[config.mk]
export PLATFORM = sky130hd
export DESIGN_NAME = bwe_host
export DESIGN_NICKNAME = d
export VERILOG_FILES = /design/src/logic/bwe_pkg.sv /design/src/logic/bwe_timer.sv /design/src/logic/bwe_host.sv
export SDC_FILE = /design/constraint.sdc
export NUM_CORES = 1
export LEC_CHECK = 0
export BUFFER_PORTS_ARGS = -buffer_cell sky130_fd_sc_hd__buf_2
export CORE_MARGIN = 2
export CORE_UTILIZATION = 48
export CTS_BUF_LIST = sky130_fd_sc_hd__clkbuf_8
export DETAILED_ROUTE_END_ITERATION = 10
export HOLD_SLACK_MARGIN = 0.12
export PLACE_DENSITY = 0.79
export SLEW_MARGIN = 10
export SYNTH_ARGS = -nofsm -noshare
export SYNTH_HDL_FRONTEND = slang
export SYNTH_SLANG_ARGS = --single-unit
export TNS_END_PERCENT = 10
[constraint.sdc]
create_clock -name clk -period 2.5 [get_ports clk]
set_clock_uncertainty 0.1 [all_clocks]
set_input_delay 0.5 -clock clk [delete_from_list [all_inputs] [get_ports clk]]
set_output_delay 0.5 -clock clk [all_outputs]
set_load 0.01 [all_outputs]
[src/logic/bwe_pkg.sv]
// bwe_pkg: constants for the host-side byte-wide eeprom controller
// assumes a 40 MHz system clock; all counts derived from printed times
package bwe_pkg;
    // system clock period in picoseconds
    localparam int ClkPeriodPs = 25000;
    // address and data widths of the memory port
    localparam int AddrWidth = 11;
    localparam int DataWidth = 8;
    // strobe low time, ns; well above the 20 ns noise filter
    localparam int StrobeLowNs = 150;
    localparam int StrobeLowCyc = (StrobeLowNs * 1000 + ClkPeriodPs - 1)
        / ClkPeriodPs;
    // setup and hold around strobes, ns
    localparam int SetupNs = 10;
    localparam int SetupCyc = (SetupNs * 1000 + ClkPeriodPs - 1)
        / ClkPeriodPs;
    // read access time, ns
    localparam int AccessNs = 450;
    localparam int AccessCyc = (AccessNs * 1000 + ClkPeriodPs - 1)
        / ClkPeriodPs;
    // strobe high recovery between accesses, ns
    localparam int RecoverNs = 150;
    localparam int RecoverCyc = (RecoverNs * 1000 + ClkPeriodPs - 1)
        / ClkPeriodPs;
    // maximum internal programming time, ms
    localparam int WriteMaxMs = 10;
    localparam int WriteMaxCyc = WriteMaxMs * 40000;
    // width of the shared timing counter
    localparam int CntWidth = 20;
    // controller states, one-hot
    typedef enum logic [6:0] {
        BWE_IDLE = 7'h01,
        BWE_RSETUP = 7'h02,
        BWE_RACC = 7'h04,
        BWE_WSETUP = 7'h08,
        BWE_WPULSE = 7'h10,
        BWE_WHOLD = 7'h20,
        BWE_WBUSY = 7'h40
    } bwe_state_t;
endpackage : bwe_pkg

[src/logic/bwe_timer.sv]
// bwe_timer: loadable down-counter giving a one-cycle done pulse
// assumes the owner loads it when a timed phase begins
`timescale 1ns/1ps
`default_nettype none
module bwe_timer #(
    parameter int Width = 20
) (
    // clock and reset
    input wire logic clk,
    input wire logic rst_b,
    // load request and count
    input wire logic load,
    input wire logic [Width-1:0] count,
    // terminal count pulse
    output logic done
);
    logic [Width-1:0] cntReg; // remaining cycles
    logic runReg; // counting active
    assign done = runReg && (cntReg == '0);
    // count down; a fresh load always wins
    always_ff @(posedge clk or negedge rst_b)
    begin
        if (!rst_b)
        begin
            cntReg <= '0;
            runReg <= 1'b0;
        end
        else if (load)
        begin
            cntReg <= count;
            runReg <= 1'b1;
        end
        else if (runReg)
        begin
            if (cntReg == '0)
                runReg <= 1'b0;
            else
                cntReg <= cntReg - 1'b1;
        end
    end
endmodule : bwe_timer
`default_nettype wire

[src/logic/bwe_host.sv]
// bwe_host: host controller driving a 2048 x 8 byte-wide eeprom
// assumes pins are synchronous to clk; chip select is decoded from state, not from addrDecodeHit
// Contract
// - write needs select, strobe low, enable high
// - host polls known byte until match
// - hold inhibit state at power transitions
// - chip select from decode, others shared; here chipSel_b is decoded from state and addrDecodeHit is unused
`timescale 1ns/1ps
`default_nettype none
module bwe_host #(
    parameter int AddrWidth = bwe_pkg::AddrWidth,
    parameter int DataWidth = bwe_pkg::DataWidth,
    parameter int WriteMaxCyc = bwe_pkg::WriteMaxCyc
) (
    // clock and reset
    input wire logic clk,
    input wire logic rst_b,
    // user request side
    input wire logic reqValid,
    output logic reqReady,
    input wire logic reqWrite,
    input wire logic [AddrWidth-1:0] reqAddr,
    input wire logic [DataWidth-1:0] reqData,
    input wire logic pollEnable,
    input wire logic [AddrWidth-1:0] pollAddr,
    input wire logic [DataWidth-1:0] pollData,
    // user answer side
    output logic rspValid,
    output logic [DataWidth-1:0] rspData,
    output logic busy,
    // memory pins
    input wire logic [AddrWidth-1:0] addrDecodeHit,
    output logic chipSel_b,
    output logic outEn_b,
    output logic writeStb_b,
    output logic [AddrWidth-1:0] location_select_lines,
    input wire logic [DataWidth-1:0] byteLinesIn,
    output logic [DataWidth-1:0] byteLinesOut,
    output logic byteLinesOe
);
    localparam int CW = bwe_pkg::CntWidth;
    bwe_pkg::bwe_state_t stateReg, stateNext;
    logic [AddrWidth-1:0] addrReg; // held address
    logic [DataWidth-1:0] dataReg; // held write data
    logic [DataWidth-1:0] rspDataReg; // captured read byte
    logic rspValidReg; // answer pulse
    logic pollingReg; // current read is a completion poll
    logic tLoad; // restart timer
    logic [CW-1:0] tCount; // timer load value
    logic tDone; // timer expired
    logic pollMatch; // poll read equals known byte

    // one cycle load is count + 1 cycles of wait
    function automatic logic [CW-1:0] cyc(input int n);
        cyc = CW'(n > 1 ? n - 1 : 0);
    endfunction : cyc

    bwe_timer #(.Width(CW)) uTimer (
        .clk(clk),
        .rst_b(rst_b),
        .load(tLoad),
        .count(tCount),
        .done(tDone)
    );

    // unused decode input kept for future array use
    wire unusedHit = |addrDecodeHit;

    // handshake and pins decoded from state
    assign reqReady = (stateReg == bwe_pkg::BWE_IDLE);
    assign busy = !reqReady;
    // chip select high only in idle and in the non-polling write wait, low through poll recovery; high at reset
    assign chipSel_b = (stateReg == bwe_pkg::BWE_IDLE) ||
        (stateReg == bwe_pkg::BWE_WBUSY && !pollingReg);
    // output enable low only in a read; high through writes
    assign outEn_b = !(stateReg == bwe_pkg::BWE_RACC);
    // write strobe low only in the timed pulse
    assign writeStb_b = !(stateReg == bwe_pkg::BWE_WPULSE);
    // drive byte lines only across a write, never while reading
    assign byteLinesOe = (stateReg == bwe_pkg::BWE_WSETUP) ||
        (stateReg == bwe_pkg::BWE_WPULSE) ||
        (stateReg == bwe_pkg::BWE_WHOLD);
    assign byteLinesOut = dataReg;
    assign location_select_lines = addrReg;
    assign rspValid = rspValidReg;
    assign rspData = rspDataReg;
    assign pollMatch = (byteLinesIn == pollData);

    // next state and timer loads
    always_comb
    begin
        stateNext = stateReg;
        tLoad = 1'b0;
        tCount = '0;
        case (stateReg)
            bwe_pkg::BWE_IDLE:
                if (reqValid)
                begin
                    tLoad = 1'b1;
                    tCount = cyc(bwe_pkg::SetupCyc);
                    stateNext = reqWrite ? bwe_pkg::BWE_WSETUP
                        : bwe_pkg::BWE_RSETUP;
                end
            bwe_pkg::BWE_RSETUP:
                if (tDone)
                begin
                    tLoad = 1'b1;
                    tCount = cyc(bwe_pkg::AccessCyc);
                    stateNext = bwe_pkg::BWE_RACC;
                end
            bwe_pkg::BWE_RACC:
                if (tDone)
                begin
                    // a failed poll goes back to waiting
                    tLoad = 1'b1;
                    tCount = cyc(bwe_pkg::RecoverCyc);
                    stateNext = (pollingReg && !pollMatch) ?
                        bwe_pkg::BWE_WBUSY : bwe_pkg::BWE_IDLE;
                end
            bwe_pkg::BWE_WSETUP:
                if (tDone)
                begin
                    tLoad = 1'b1;
                    tCount = cyc(bwe_pkg::StrobeLowCyc);
                    stateNext = bwe_pkg::BWE_WPULSE;
                end
            bwe_pkg::BWE_WPULSE:
                if (tDone)
                begin
                    tLoad = 1'b1;
                    tCount = cyc(bwe_pkg::SetupCyc);
                    stateNext = bwe_pkg::BWE_WHOLD;
                end
            bwe_pkg::BWE_WHOLD:
                if (tDone)
                begin
                    // no access during programming unless polling, which reads after the recovery wait
                    tLoad = 1'b1;
                    tCount = pollEnable ? cyc(bwe_pkg::RecoverCyc)
                        : cyc(WriteMaxCyc);
                    stateNext = bwe_pkg::BWE_WBUSY;
                end
            bwe_pkg::BWE_WBUSY:
                if (tDone)
                begin
                    tLoad = 1'b1;
                    tCount = cyc(bwe_pkg::SetupCyc);
                    stateNext = pollingReg ? bwe_pkg::BWE_RSETUP
                        : bwe_pkg::BWE_IDLE;
                end
            default:
                stateNext = bwe_pkg::BWE_IDLE;
        endcase
    end

    // state register
    always_ff @(posedge clk or negedge rst_b)
    begin
        if (!rst_b)
            stateReg <= bwe_pkg::BWE_IDLE;
        else
            stateReg <= stateNext;
    end

    // request capture and poll flag
    always_ff @(posedge clk or negedge rst_b)
    begin
        if (!rst_b)
        begin
            addrReg <= '0;
            dataReg <= '0;
            pollingReg <= 1'b0;
        end
        else if (stateReg == bwe_pkg::BWE_IDLE && reqValid)
        begin
            addrReg <= reqAddr;
            dataReg <= reqData;
            pollingReg <= 1'b0;
        end
        else if (stateReg == bwe_pkg::BWE_WHOLD && tDone && pollEnable)
        begin
            // poll the known location after programming starts
            addrReg <= pollAddr;
            pollingReg <= 1'b1;
        end
        else if (stateReg == bwe_pkg::BWE_RACC && tDone && pollMatch)
            pollingReg <= 1'b0;
    end

    // read data capture at end of access
    always_ff @(posedge clk or negedge rst_b)
    begin
        if (!rst_b)
        begin
            rspDataReg <= '0;
            rspValidReg <= 1'b0;
        end
        else
        begin
            rspValidReg <= 1'b0;
            if (stateReg == bwe_pkg::BWE_RACC && tDone && !pollingReg)
            begin
                rspDataReg <= byteLinesIn;
                rspValidReg <= 1'b1;
            end
            else if (stateReg == bwe_pkg::BWE_RACC && tDone && pollMatch)
                rspValidReg <= 1'b1; // write completion after poll
        end
    end
endmodule : bwe_host
`default_nettype wire

### After elaboration in Yosys (flattened, before gate mapping)

Index checks and enable logic that the tools add are counted.

| cells by class | value |
|---|---|
| reduce and logical (&&, ||, !) cells | 25 |
| muxes and demuxes | 32 |
| add/sub/neg operators | 1 |
| equality and inequality tests | 16 |

Operator list:

| operator | count |
|---|---|
| $mux W20 | 3 |
| $pmux W19 S3 | 1 |
| $mux W7 | 8 |
| $pmux W7 S7 | 1 |
| $mux W19 | 2 |
| $mux W11 | 2 |
| $logic_not A20 Y1 | 1 |
| $sub A20 B1 Y20 const B | 1 |
| $ne A2 B2 Y1 const B | 8 |
| $mux W1 | 10 |
| $logic_and A1 B1 Y1 | 9 |
| $eq A8 B8 Y1 | 1 |
| $eq A7 B1 Y1 const B | 1 |
| $eq A7 B2 Y1 const B | 1 |
| $eq A7 B3 Y1 const B | 1 |
| $eq A7 B4 Y1 const B | 1 |
| $eq A7 B5 Y1 const B | 1 |
| $eq A7 B6 Y1 const B | 1 |
| $eq A7 B7 Y1 const B | 1 |
| $reduce_and A7 Y1 | 1 |
| $reduce_or A6 Y1 | 1 |
| $logic_not A1 Y1 | 5 |
| $mux W5 | 1 |
| $mux W4 | 1 |
| 8 further kinds | 11 |

| word-level totals | value |
|---|---|
| output and inout bits | 34 |
| flip-flop bits (word level) | 57 |
| input port bits | 62 |
| word-level logic and storage cells | 82 |

### Logic depth before layout (Yosys ltp)

Gate-level depths: netlist (run 1).

| depth | value |
|---|---|
| word-level depth | 7 |
| gate-level depth with buffers | 9 |
| depth with buffers taken out | 8 |

### Modules after synthesis

From an unflattened synthesis (run 1), not the netlist that was laid out.

| second synthesis, totals | value |
|---|---|
| cell total of the unflattened synthesis | 333 |
| area, all modules | 3153.0 um^2 |

By module, submodules not included:

| module | area an instance (um^2) | sequential area each (um^2) | cells an instance | times used |
|---|---|---|---|---|
| bwe_host | 1844.3 | 902.1 | 187 | 1 |
| bwe_timer | 1308.8 | 525.5 | 146 | 1 |

### Worst setup path after synthesis (run 1)

Ideal clock, no wire load.

| timing | value |
|---|---|
| path type | flip-flop to flip-flop |
| start point | register uTimer.cntReg[0] |
| end point | register rspDataReg[0] (netlist: rspData[0]) |
| arrival | 2.373 ns |
| cell stages (with the launch flop) | 9 |
| data required time | 2.275 ns |
| clock period less this slack | 2.598 ns |
| setup slack | -0.098 ns |
| library setup time | 0.125 ns |
| buffers on the path | 0 |
| cells stage by stage | dfrtp_1 -> inv_1 -> ha_1 -> or4b_2 -> nand4b_4 -> nor2_4 -> nand2_1 -> nor2_2 -> mux2_2 |

| between the ends | value |
|---|---|
| cells in the longest elaborated chain, start to end | 4 |

Ends and longest elaborated chain:

| item | RTL line | source |
|---|---|---|
| start: declaration | bwe_timer.sv:17 | `logic [Width-1:0] cntReg;` |
| start signal: assignment | bwe_timer.sv:30 | `cntReg <= count;` |
| start signal: assignment | bwe_timer.sv:38 | `cntReg <= cntReg - 1'b1;` |
| $logic_not A20 Y1 | bwe_timer.sv:19 | `assign done = runReg && (cntReg == '0);` |
| $logic_and A1 B1 Y1 | bwe_timer.sv:19 |  |
| $logic_and A1 B1 Y1 (2 in series) | bwe_host.sv:201 | `if (stateReg == bwe_pkg::BWE_RACC && tDone && !pollingReg)` |
| end signal: assignment | bwe_host.sv:203 | `rspDataReg <= byteLinesIn;` |
| end: declaration | bwe_host.sv:45 | `logic [DataWidth-1:0] rspDataReg;` |

Every way passes these cells.
A chain may end at the register's enable or synchronous reset.

### Worst setup path after layout (run 1)

| timing | value |
|---|---|
| start point | register uTimer.cntReg[6] |
| end point | register uTimer.cntReg[9] |

| between the ends | value |
|---|---|
| cells in the longest elaborated chain, start to end | 6 |
| elaborated cells on any way between the ends | 13 |
| classes of those cells | add/sub (1); eq/ne (1); mux (7); reduce/logical (4) |

Ends and longest elaborated chain:

| item |
|---|
| branches (longest 6 deep; another with $sub A20 B1 Y20) |

Parallel ways; which one is timed is not known. The select of a mux whose other input is x is not followed.

==> qor.csv, run 1 <==
stage,metric,value,unit
detailed_routing,wl_met3,492,um
worst_setup_path,max_stage_delay,0.57,ns
worst_setup_path,endpoint_kind,flop,
outcome,status,"finished, violations left",
timing,hold_viol_final,0,
finish,syn2layout_area_growth,36.07,%
detailed_routing,top_layer,met4,
logic_synthesis,ys_ff_latch,57,
detailed_routing,wl_met2,4.126,mm
job,cap_viol_max_count,0,
logic_synthesis,synthArstFlopShare,100.0,%
global_route,antenna_found_initial,0,
worst_setup_path,cp_num_buf_inv,0,
logic_synthesis,synthFlopType,dfrtp_1,
timing,period_minus_slack,2.569,ns
global_route,grt_pass1_wl,13.61,mm
worst_setup_path,cp_common_cell,or4_4,
placed_design,post_dp_cell_area,3769,um2
logic_synthesis,syn_inst,343,
logic_synthesis,synth-edff-count,0,
clock_network,clkSinkCount,57,
placed_design,dp_hpwl,5.676,mm
die,io-pin-count,96,
worst_setup_path,reg2reg_slack,-0.07,ns
detailed_routing,wl,8.154,mm
power_and_ir_drop,leakagePower,2.038,nW
logic_synthesis,netlist_area,3028,um2
timing,max_freq,389.2,MHz
worst_setup_path,rr_worst_depth,5,
finish,final_area,4120,um2
worst_setup_path,cp_cell_sequence,or4_4 > or4_4 > or4_4 > and2_1 > a311oi_1,
timing,finalSetupViolCount,16,
outcome,violations,setup timing,
worst_hold_path,worstHoldPathType,primary input to async pin,
clock_network,cts_root_buf,clkbuf_8,
power_and_ir_drop,p_per_area,1207,nW/um2
logic_synthesis,synth_area_per_cell,8.828,um2
die,fp-row-count,28,
worst_setup_path,cp_top_family,simple AND/OR/NAND/NOR gates,
worst_setup_path,rr_startpoint,uTimer.cntReg[6]$_DFFE_PN0P_,
detailed_routing,ant_nets,0,
clock_network,clkSlewWorstSetupHoldPaths,0.07,ns
timing,rsz0062_at_grt,yes,
die,start_util,50.25,%
detailed_routing,via_per_inst,5.514,
worst_setup_path,critPathMaxFanout,6,
timing,worstMarginPinSlew,0.7137,ns
die,die_area,6960,um2
worst_setup_path,critPathRequiredTime,2.65,ns
finish,layout_commonest_cell,buf_2,
power_and_ir_drop,power,0.004973,W
detailed_routing,drcViolationCount,0,
finish,drive_above_1_share,37.82,%
finish,stdcell_count,543,
logic_synthesis,synthesis.nets,407,
worst_setup_path,slowest_stage,or4_4,
worst_setup_path,crit_type,flop to flop,
finish,mostFrequentLayoutCells,"buf_2, nand2_1, dfrtp_1, buf_4, nor2_1",
global_route,overflow,0,
placed_design,gp_congestion,0.9459,
logic_synthesis,synth_top_area_cell,dfrtp_1,
placed_design,dp_cells,523,
power_and_ir_drop,peakVddDrop,758.8,uV
detailed_routing,via_count,2994,
logic_synthesis,synth_top_area_share,46.28,%
clock_network,worstSkewPairLatency,0.35,ns
logic_synthesis,ys_types,47,
die,coreArea,6026,um2
finish,fin_nets,527,
detailed_routing,first_pass_iters,4,
worst_setup_path,arrival,2.71,ns
detailed_routing,drt_iter0_markers,201,
placed_design,portBuffers,84,
timing,drv_slew,0,
worst_setup_path,cp-start-kind,flop,
worst_setup_path,crit_cells,5,
logic_synthesis,yosysSeqAreaShare,47.15,%
die,die_w,83.43,um
timing,maxSlewHeadroom,52.42,%
worst_setup_path,crit_start,uTimer.cntReg[6]$_DFFE_PN0P_,
finish,final_util,68.38,%
clock_network,clockBufferDepth,2,
global_route,grt_usage,24.43,%
global_route,first_global_vias,2921,
global_route,grt_max_degree,58,
logic_synthesis,netlist_top_cells_area,"dfrtp_1, nand2_1, nor2_1",
clock_network,cts_tree,yes,
finish,num_antenna_cells,0,
timing,worst_slack,-0.06921,ns
detailed_routing,wl_met1,3.354,mm
clock_network,cts_buffers,9,
logic_synthesis,synth-warning-count,0,
timing,finalCritPeriodShare,102.8,%
detailed_routing,avgRoutedWirePerCell,15.02,um
die,dieHeight,83.43,um
clock_network,cts_htree_levels,3,
==> cell families after synthesis <==
family                     Yosys count  share of synthesized area [%]
buffers and inverters               25                          3.925
AOI/OAI and AO/OA                   64                          12.56
and+or+nand+nor                    167                          26.74
DFF                                 57                          47.15
muxes                                9                          3.306
xor gates and xnor gates            19                          5.496
adders and majority gates            2                         0.8263
==> synthesized netlist by cell type (2+ instances only) <==
cell / number
or3_2: 2
a21oi_1: 23
buf_4: 2
mux2_2: 8
nor4b_1: 3
inv_1: 9
or4_4: 3
and3_1: 2
a31oi_1: 12
nor2_1: 37
o31ai_1: 2
nor4_1: 11
and2_1: 4
o22ai_1: 5
o211ai_1: 3
a211oi_1: 2
nor3_1: 10
xnor2_1: 6
clkbuf_1: 10
nand3_1: 11
ha_1: 2
o21ai_0: 11
buf_2: 2
nand2_1: 71
or3_1: 2
dfrtp_1: 56
xor2_1: 13
buf_6: 2
==> what timing repair did <==
action,CTS,global route
hold buffers,0,0
pin swaps,1,4
gates cloned,0,0
endpoints found under the setup margin,23,37
buffers inserted,3,1
gates resized for setup,10,15
==> through the flow <==
| stage | hold WS (ns) | setup TNS (ns) | setup slack, ns |
|---|---|---|---|
| floorplan | 0.1044 | 0 | 0.007875 |
| global placement | 0.3528 | -0.3803 | -0.04296 |
| detailed placement | 0.3619 | -1.255 | -0.1091 |
| CTS | 0.2103 | -0.7133 | -0.06634 |
| global route | 0.2429 | -2.492 | -0.1587 |
| finish | 0.1919 | -0.7468 | -0.06921 |
==> layer usage <==
metal	global-route usage [%]	vias to the layer above
li1	-	1449
met2	41.50	111
met1	29.68	1416
met3	6.362	18
met5	0	-
met4	9.677	0
==> flip-flops by register name (all words and copies together) (netlist names) <==
register               count
byteLinesOut               8
location_select_lines     11
pollingReg                 1
rspData                    8
rspValid                   1
stateReg                   7
uTimer.cntReg             20
uTimer.runReg              1
==> worst paths after layout <==
kind,end
setup / recovery,uTimer.cntReg[9]$_DFFE_PN0P_
hold / removal,byteLinesOut[4]$_DFFE_PN0N_
setup reg to reg,uTimer.cntReg[9]$_DFFE_PN0P_
hold reg to reg,byteLinesOut[4]$_DFFE_PN0N_
max in group asynchronous,uTimer.cntReg[12]$_DFFE_PN0P_
min in group clk,byteLinesOut[0]$_DFFE_PN0N_
==> report_power, final <==
group	internal, W	switching, W	total (W)
clock	0.000591	0.000407	0.000998
sequential	0.00125	0.000258	0.00150
combinational	0.00110	0.00137	0.00247
total	0.00294	0.00204	0.00497
==> area by class of cell <==
type / instances / area (um2)
flip-flops and latches: 57 / 1428
fillers: 453 / 1906
multi-input cells: 261 / 1580
inverters: 9 / 33.78
repair buffers: 125 / 757.0
clock inverters: 6 / 90.09
clock buffers: 10 / 137.6
well taps: 75 / 93.84
No activity file was read; power rests on OpenSTA's default activity.
==> run 2: changes to the inputs <==
==> constraint.sdc (replaced) <==
create_clock -name clk -period 2.18 [get_ports clk]
set_clock_uncertainty 0.1 [all_clocks]
set_input_delay 0.436 -clock clk [delete_from_list [all_inputs] [get_ports clk]]
set_output_delay 0.436 -clock clk [all_outputs]
set_load 0.01 [all_outputs]
==> qor.csv, run 2 (same netlist as run 1, synthesis figures left out) <==
stage,metric,value,unit
outcome,status,"finished, violations left",
outcome,violations,setup timing,
global_route,first_global_vias,3214,
detailed_routing,via_per_inst,5.746,
placed_design,gp_congestion,0.9055,
worst_setup_path,max_stage_delay,0.56,ns
detailed_routing,drt_iter0_markers,202,
finish,regMostFlops,uTimer.cntReg,
die,fp-row-count,28,
timing,worst_slack,-0.4471,ns
worst_setup_path,cp_num_buf_inv,5,
finish,layout_commonest_cell,buf_2,
worst_hold_path,hold_depth,3,
worst_setup_path,endpoint_kind,flop,
clock_network,clkSinkCount,57,
finish,syn2layout_area_growth,53.18,%
clock_network,cts_root_buf,clkbuf_8,
clock_network,cts_buffers,9,
worst_setup_path,slowest_stage,or4_4,
finish,drive_above_1_share,45.24,%
global_route,antenna_found_initial,0,
die,die_w,83.43,um
timing,finalSetupViolCount,50,
finish,fin_nets,563,
timing,finalCritPeriodShare,120.5,%
worst_setup_path,reg2reg_slack,-0.45,ns
clock_network,cts_htree_levels,3,
finish,multiInputGateArea,1744,um2
timing,rsz0062_at_grt,yes,
worst_setup_path,cp-start-kind,flop,
power_and_ir_drop,power,0.006477,W
power_and_ir_drop,p_per_area,1396,nW/um2
finish,final_area,4638,um2
job,cap_viol_max_count,0,
clock_network,cts_tree,yes,
detailed_routing,first_pass_iters,5,
worst_hold_path,worstHoldPathType,primary input to flop,
finish,final_util,76.97,%
power_and_ir_drop,leakagePower,2.273,nW
detailed_routing,wl,9.979,mm
worst_setup_path,critPathMaxFanout,8,
worst_setup_path,cp_top_family,simple AND/OR/NAND/NOR gates,
detailed_routing,drcViolationCount,0,
die,die_area,6960,um2
placed_design,post_dp_cell_area,4026,um2
die,dieHeight,83.43,um
clock_network,clkSlewWorstSetupHoldPaths,0.08,ns
worst_setup_path,rr_startpoint,uTimer.cntReg[6]$_DFFE_PN0P_,
worst_setup_path,rr_worst_depth,11,
finish,largest_reg_flops,20,
clock_network,worstSkewPairLatency,0.33,ns
worst_hold_path,min_from,reqData[2],
global_route,grt_max_degree,36,
worst_setup_path,arrival,2.78,ns
detailed_routing,avgRoutedWirePerCell,17.23,um
placed_design,dp_hpwl,5.988,mm
detailed_routing,ant_nets,0,
die,coreArea,6026,um2
worst_setup_path,crit-reg2reg-capture,uTimer.cntReg[12]$_DFFE_PN0P_,
finish,num_antenna_cells,0,
worst_setup_path,cp_common_cell,buf_4,
power_and_ir_drop,peakVddDrop,730.4,uV
finish,mostFrequentLayoutCells,"buf_2, nand2_1, buf_4, dfrtp_1, nor2_1",
worst_setup_path,cp_cell_sequence,or4_4 > buf_4 > buf_4 > nor3_4 > nand3_2 > buf_6 > o211ai_1 > buf_4 > buf_4 > a21oi_1 > a21oi_1,
timing,max_freq,380.6,MHz
timing,drv_slew,0,
finish,seqCellArea,1433,um2
timing,period_minus_slack,2.627,ns
detailed_routing,via_count,3327,
timing,worstMarginPinSlew,0.5644,ns
die,io-pin-count,96,
clock_network,clockBufferDepth,2,
global_route,overflow,0,
worst_setup_path,critPathRequiredTime,2.34,ns
global_route,grt_usage,26.33,%
timing,maxSlewHeadroom,62.37,%
placed_design,portBuffers,84,
global_route,grt_pass1_wl,14.85,mm
timing,hold_viol_final,0,
worst_setup_path,crit_type,flop to flop,
placed_design,place_ws,-0.4721,ns
die,start_util,50.25,%
finish,n_fill_cell,380,
worst_hold_path,min_to,byteLinesOut[2]$_DFFE_PN0N_,
[run 2: cell types whose count changed in the layout (fill, tap and decap cells not counted), sizes merged]
cell,previous run,this run
inv,10,9
or4,4,5
buf,125,158
clkbuf,10,13
clkinvlp,1,0
dlygate4sd3,0,1
[run 2: worst register-to-register path, delay by kind of cell (launching register included)]
kind	cells	cell delay [ns]
AO/OA/AOI/OAI	3	0.40
flip-flops	1	0.40
AND/OR/NAND/NOR	3	0.84
buffers and inverters	5	0.80
[run 2: area by class of cell]
class | count | area share [%]
clock buffer | 12 | 3.561
clock inverter | 4 | 1.592
tap | 75 | 2.023
inverter | 9 | 0.7284
multi-input combinational | 262 | 37.60
sequential | 57 | 30.89
timing repair buffer | 160 | 23.60
[run 2: layer usage]
metal / track usage [%] / vias up / wire (um)
li1: - / 1519 / -
met1: 32.57 / 1585 / 3945
met2: 44.06 / 181 / 4938
met3: 3.777 / 42 / 665
met4: 14.96 / 0 / 429
met5: 0 / - / 0
[run 2: report_power, final]
part           leakage (nW)  switching (W)  internal [W]
combinational          1.43        0.00194       0.00168
sequential            0.718       0.000248       0.00143
clock                 0.123       0.000441      0.000737
total                  2.27        0.00263       0.00385
[run 2: what timing repair did]
item,in CTS,in global routing
gates resized for setup,42,25
setup buffers,3,1
setup endpoints to repair,52,53
cloned,1,1
hold buffers,1,0
hold endpoints to repair,21,0
pin swaps,12,15
[run 2: how the worst max path moves through the flow]
stage                                 start                            end  slack (ns)  depth (start not counted)
2_1_floorplan  uTimer.cntReg[6]$_DFFE_PN0P_   uTimer.cntReg[3]$_DFFE_PN0P_       -0.31                          7
3_3_place_gp   uTimer.cntReg[6]$_DFFE_PN0P_   uTimer.cntReg[9]$_DFFE_PN0P_       -0.36                          5
3_5_place_dp   uTimer.cntReg[6]$_DFFE_PN0P_        stateReg[2]$_DFFE_PN0P_       -0.47                          8
4_1_cts        uTimer.cntReg[6]$_DFFE_PN0P_   uTimer.cntReg[9]$_DFFE_PN0P_       -0.40                          5
5_1_grt        uTimer.cntReg[6]$_DFFE_PN0P_   uTimer.cntReg[5]$_DFFE_PN0P_       -0.46                         11
6_report       uTimer.cntReg[6]$_DFFE_PN0P_  uTimer.cntReg[12]$_DFFE_PN0P_       -0.45                         11
[run 2: per-stage QoR]
step	TNS, ns	hold WS, ns	cells
2_1_floorplan	-7.724	0.04041	343
6_report	-14.14	0.1794	579
3_3_place_gp	-11.16	0.3420	556
5_1_grt	-15.83	0.1874	579
3_5_place_dp	-14.06	0.3502	556
4_1_cts	-12.55	0.1783	577
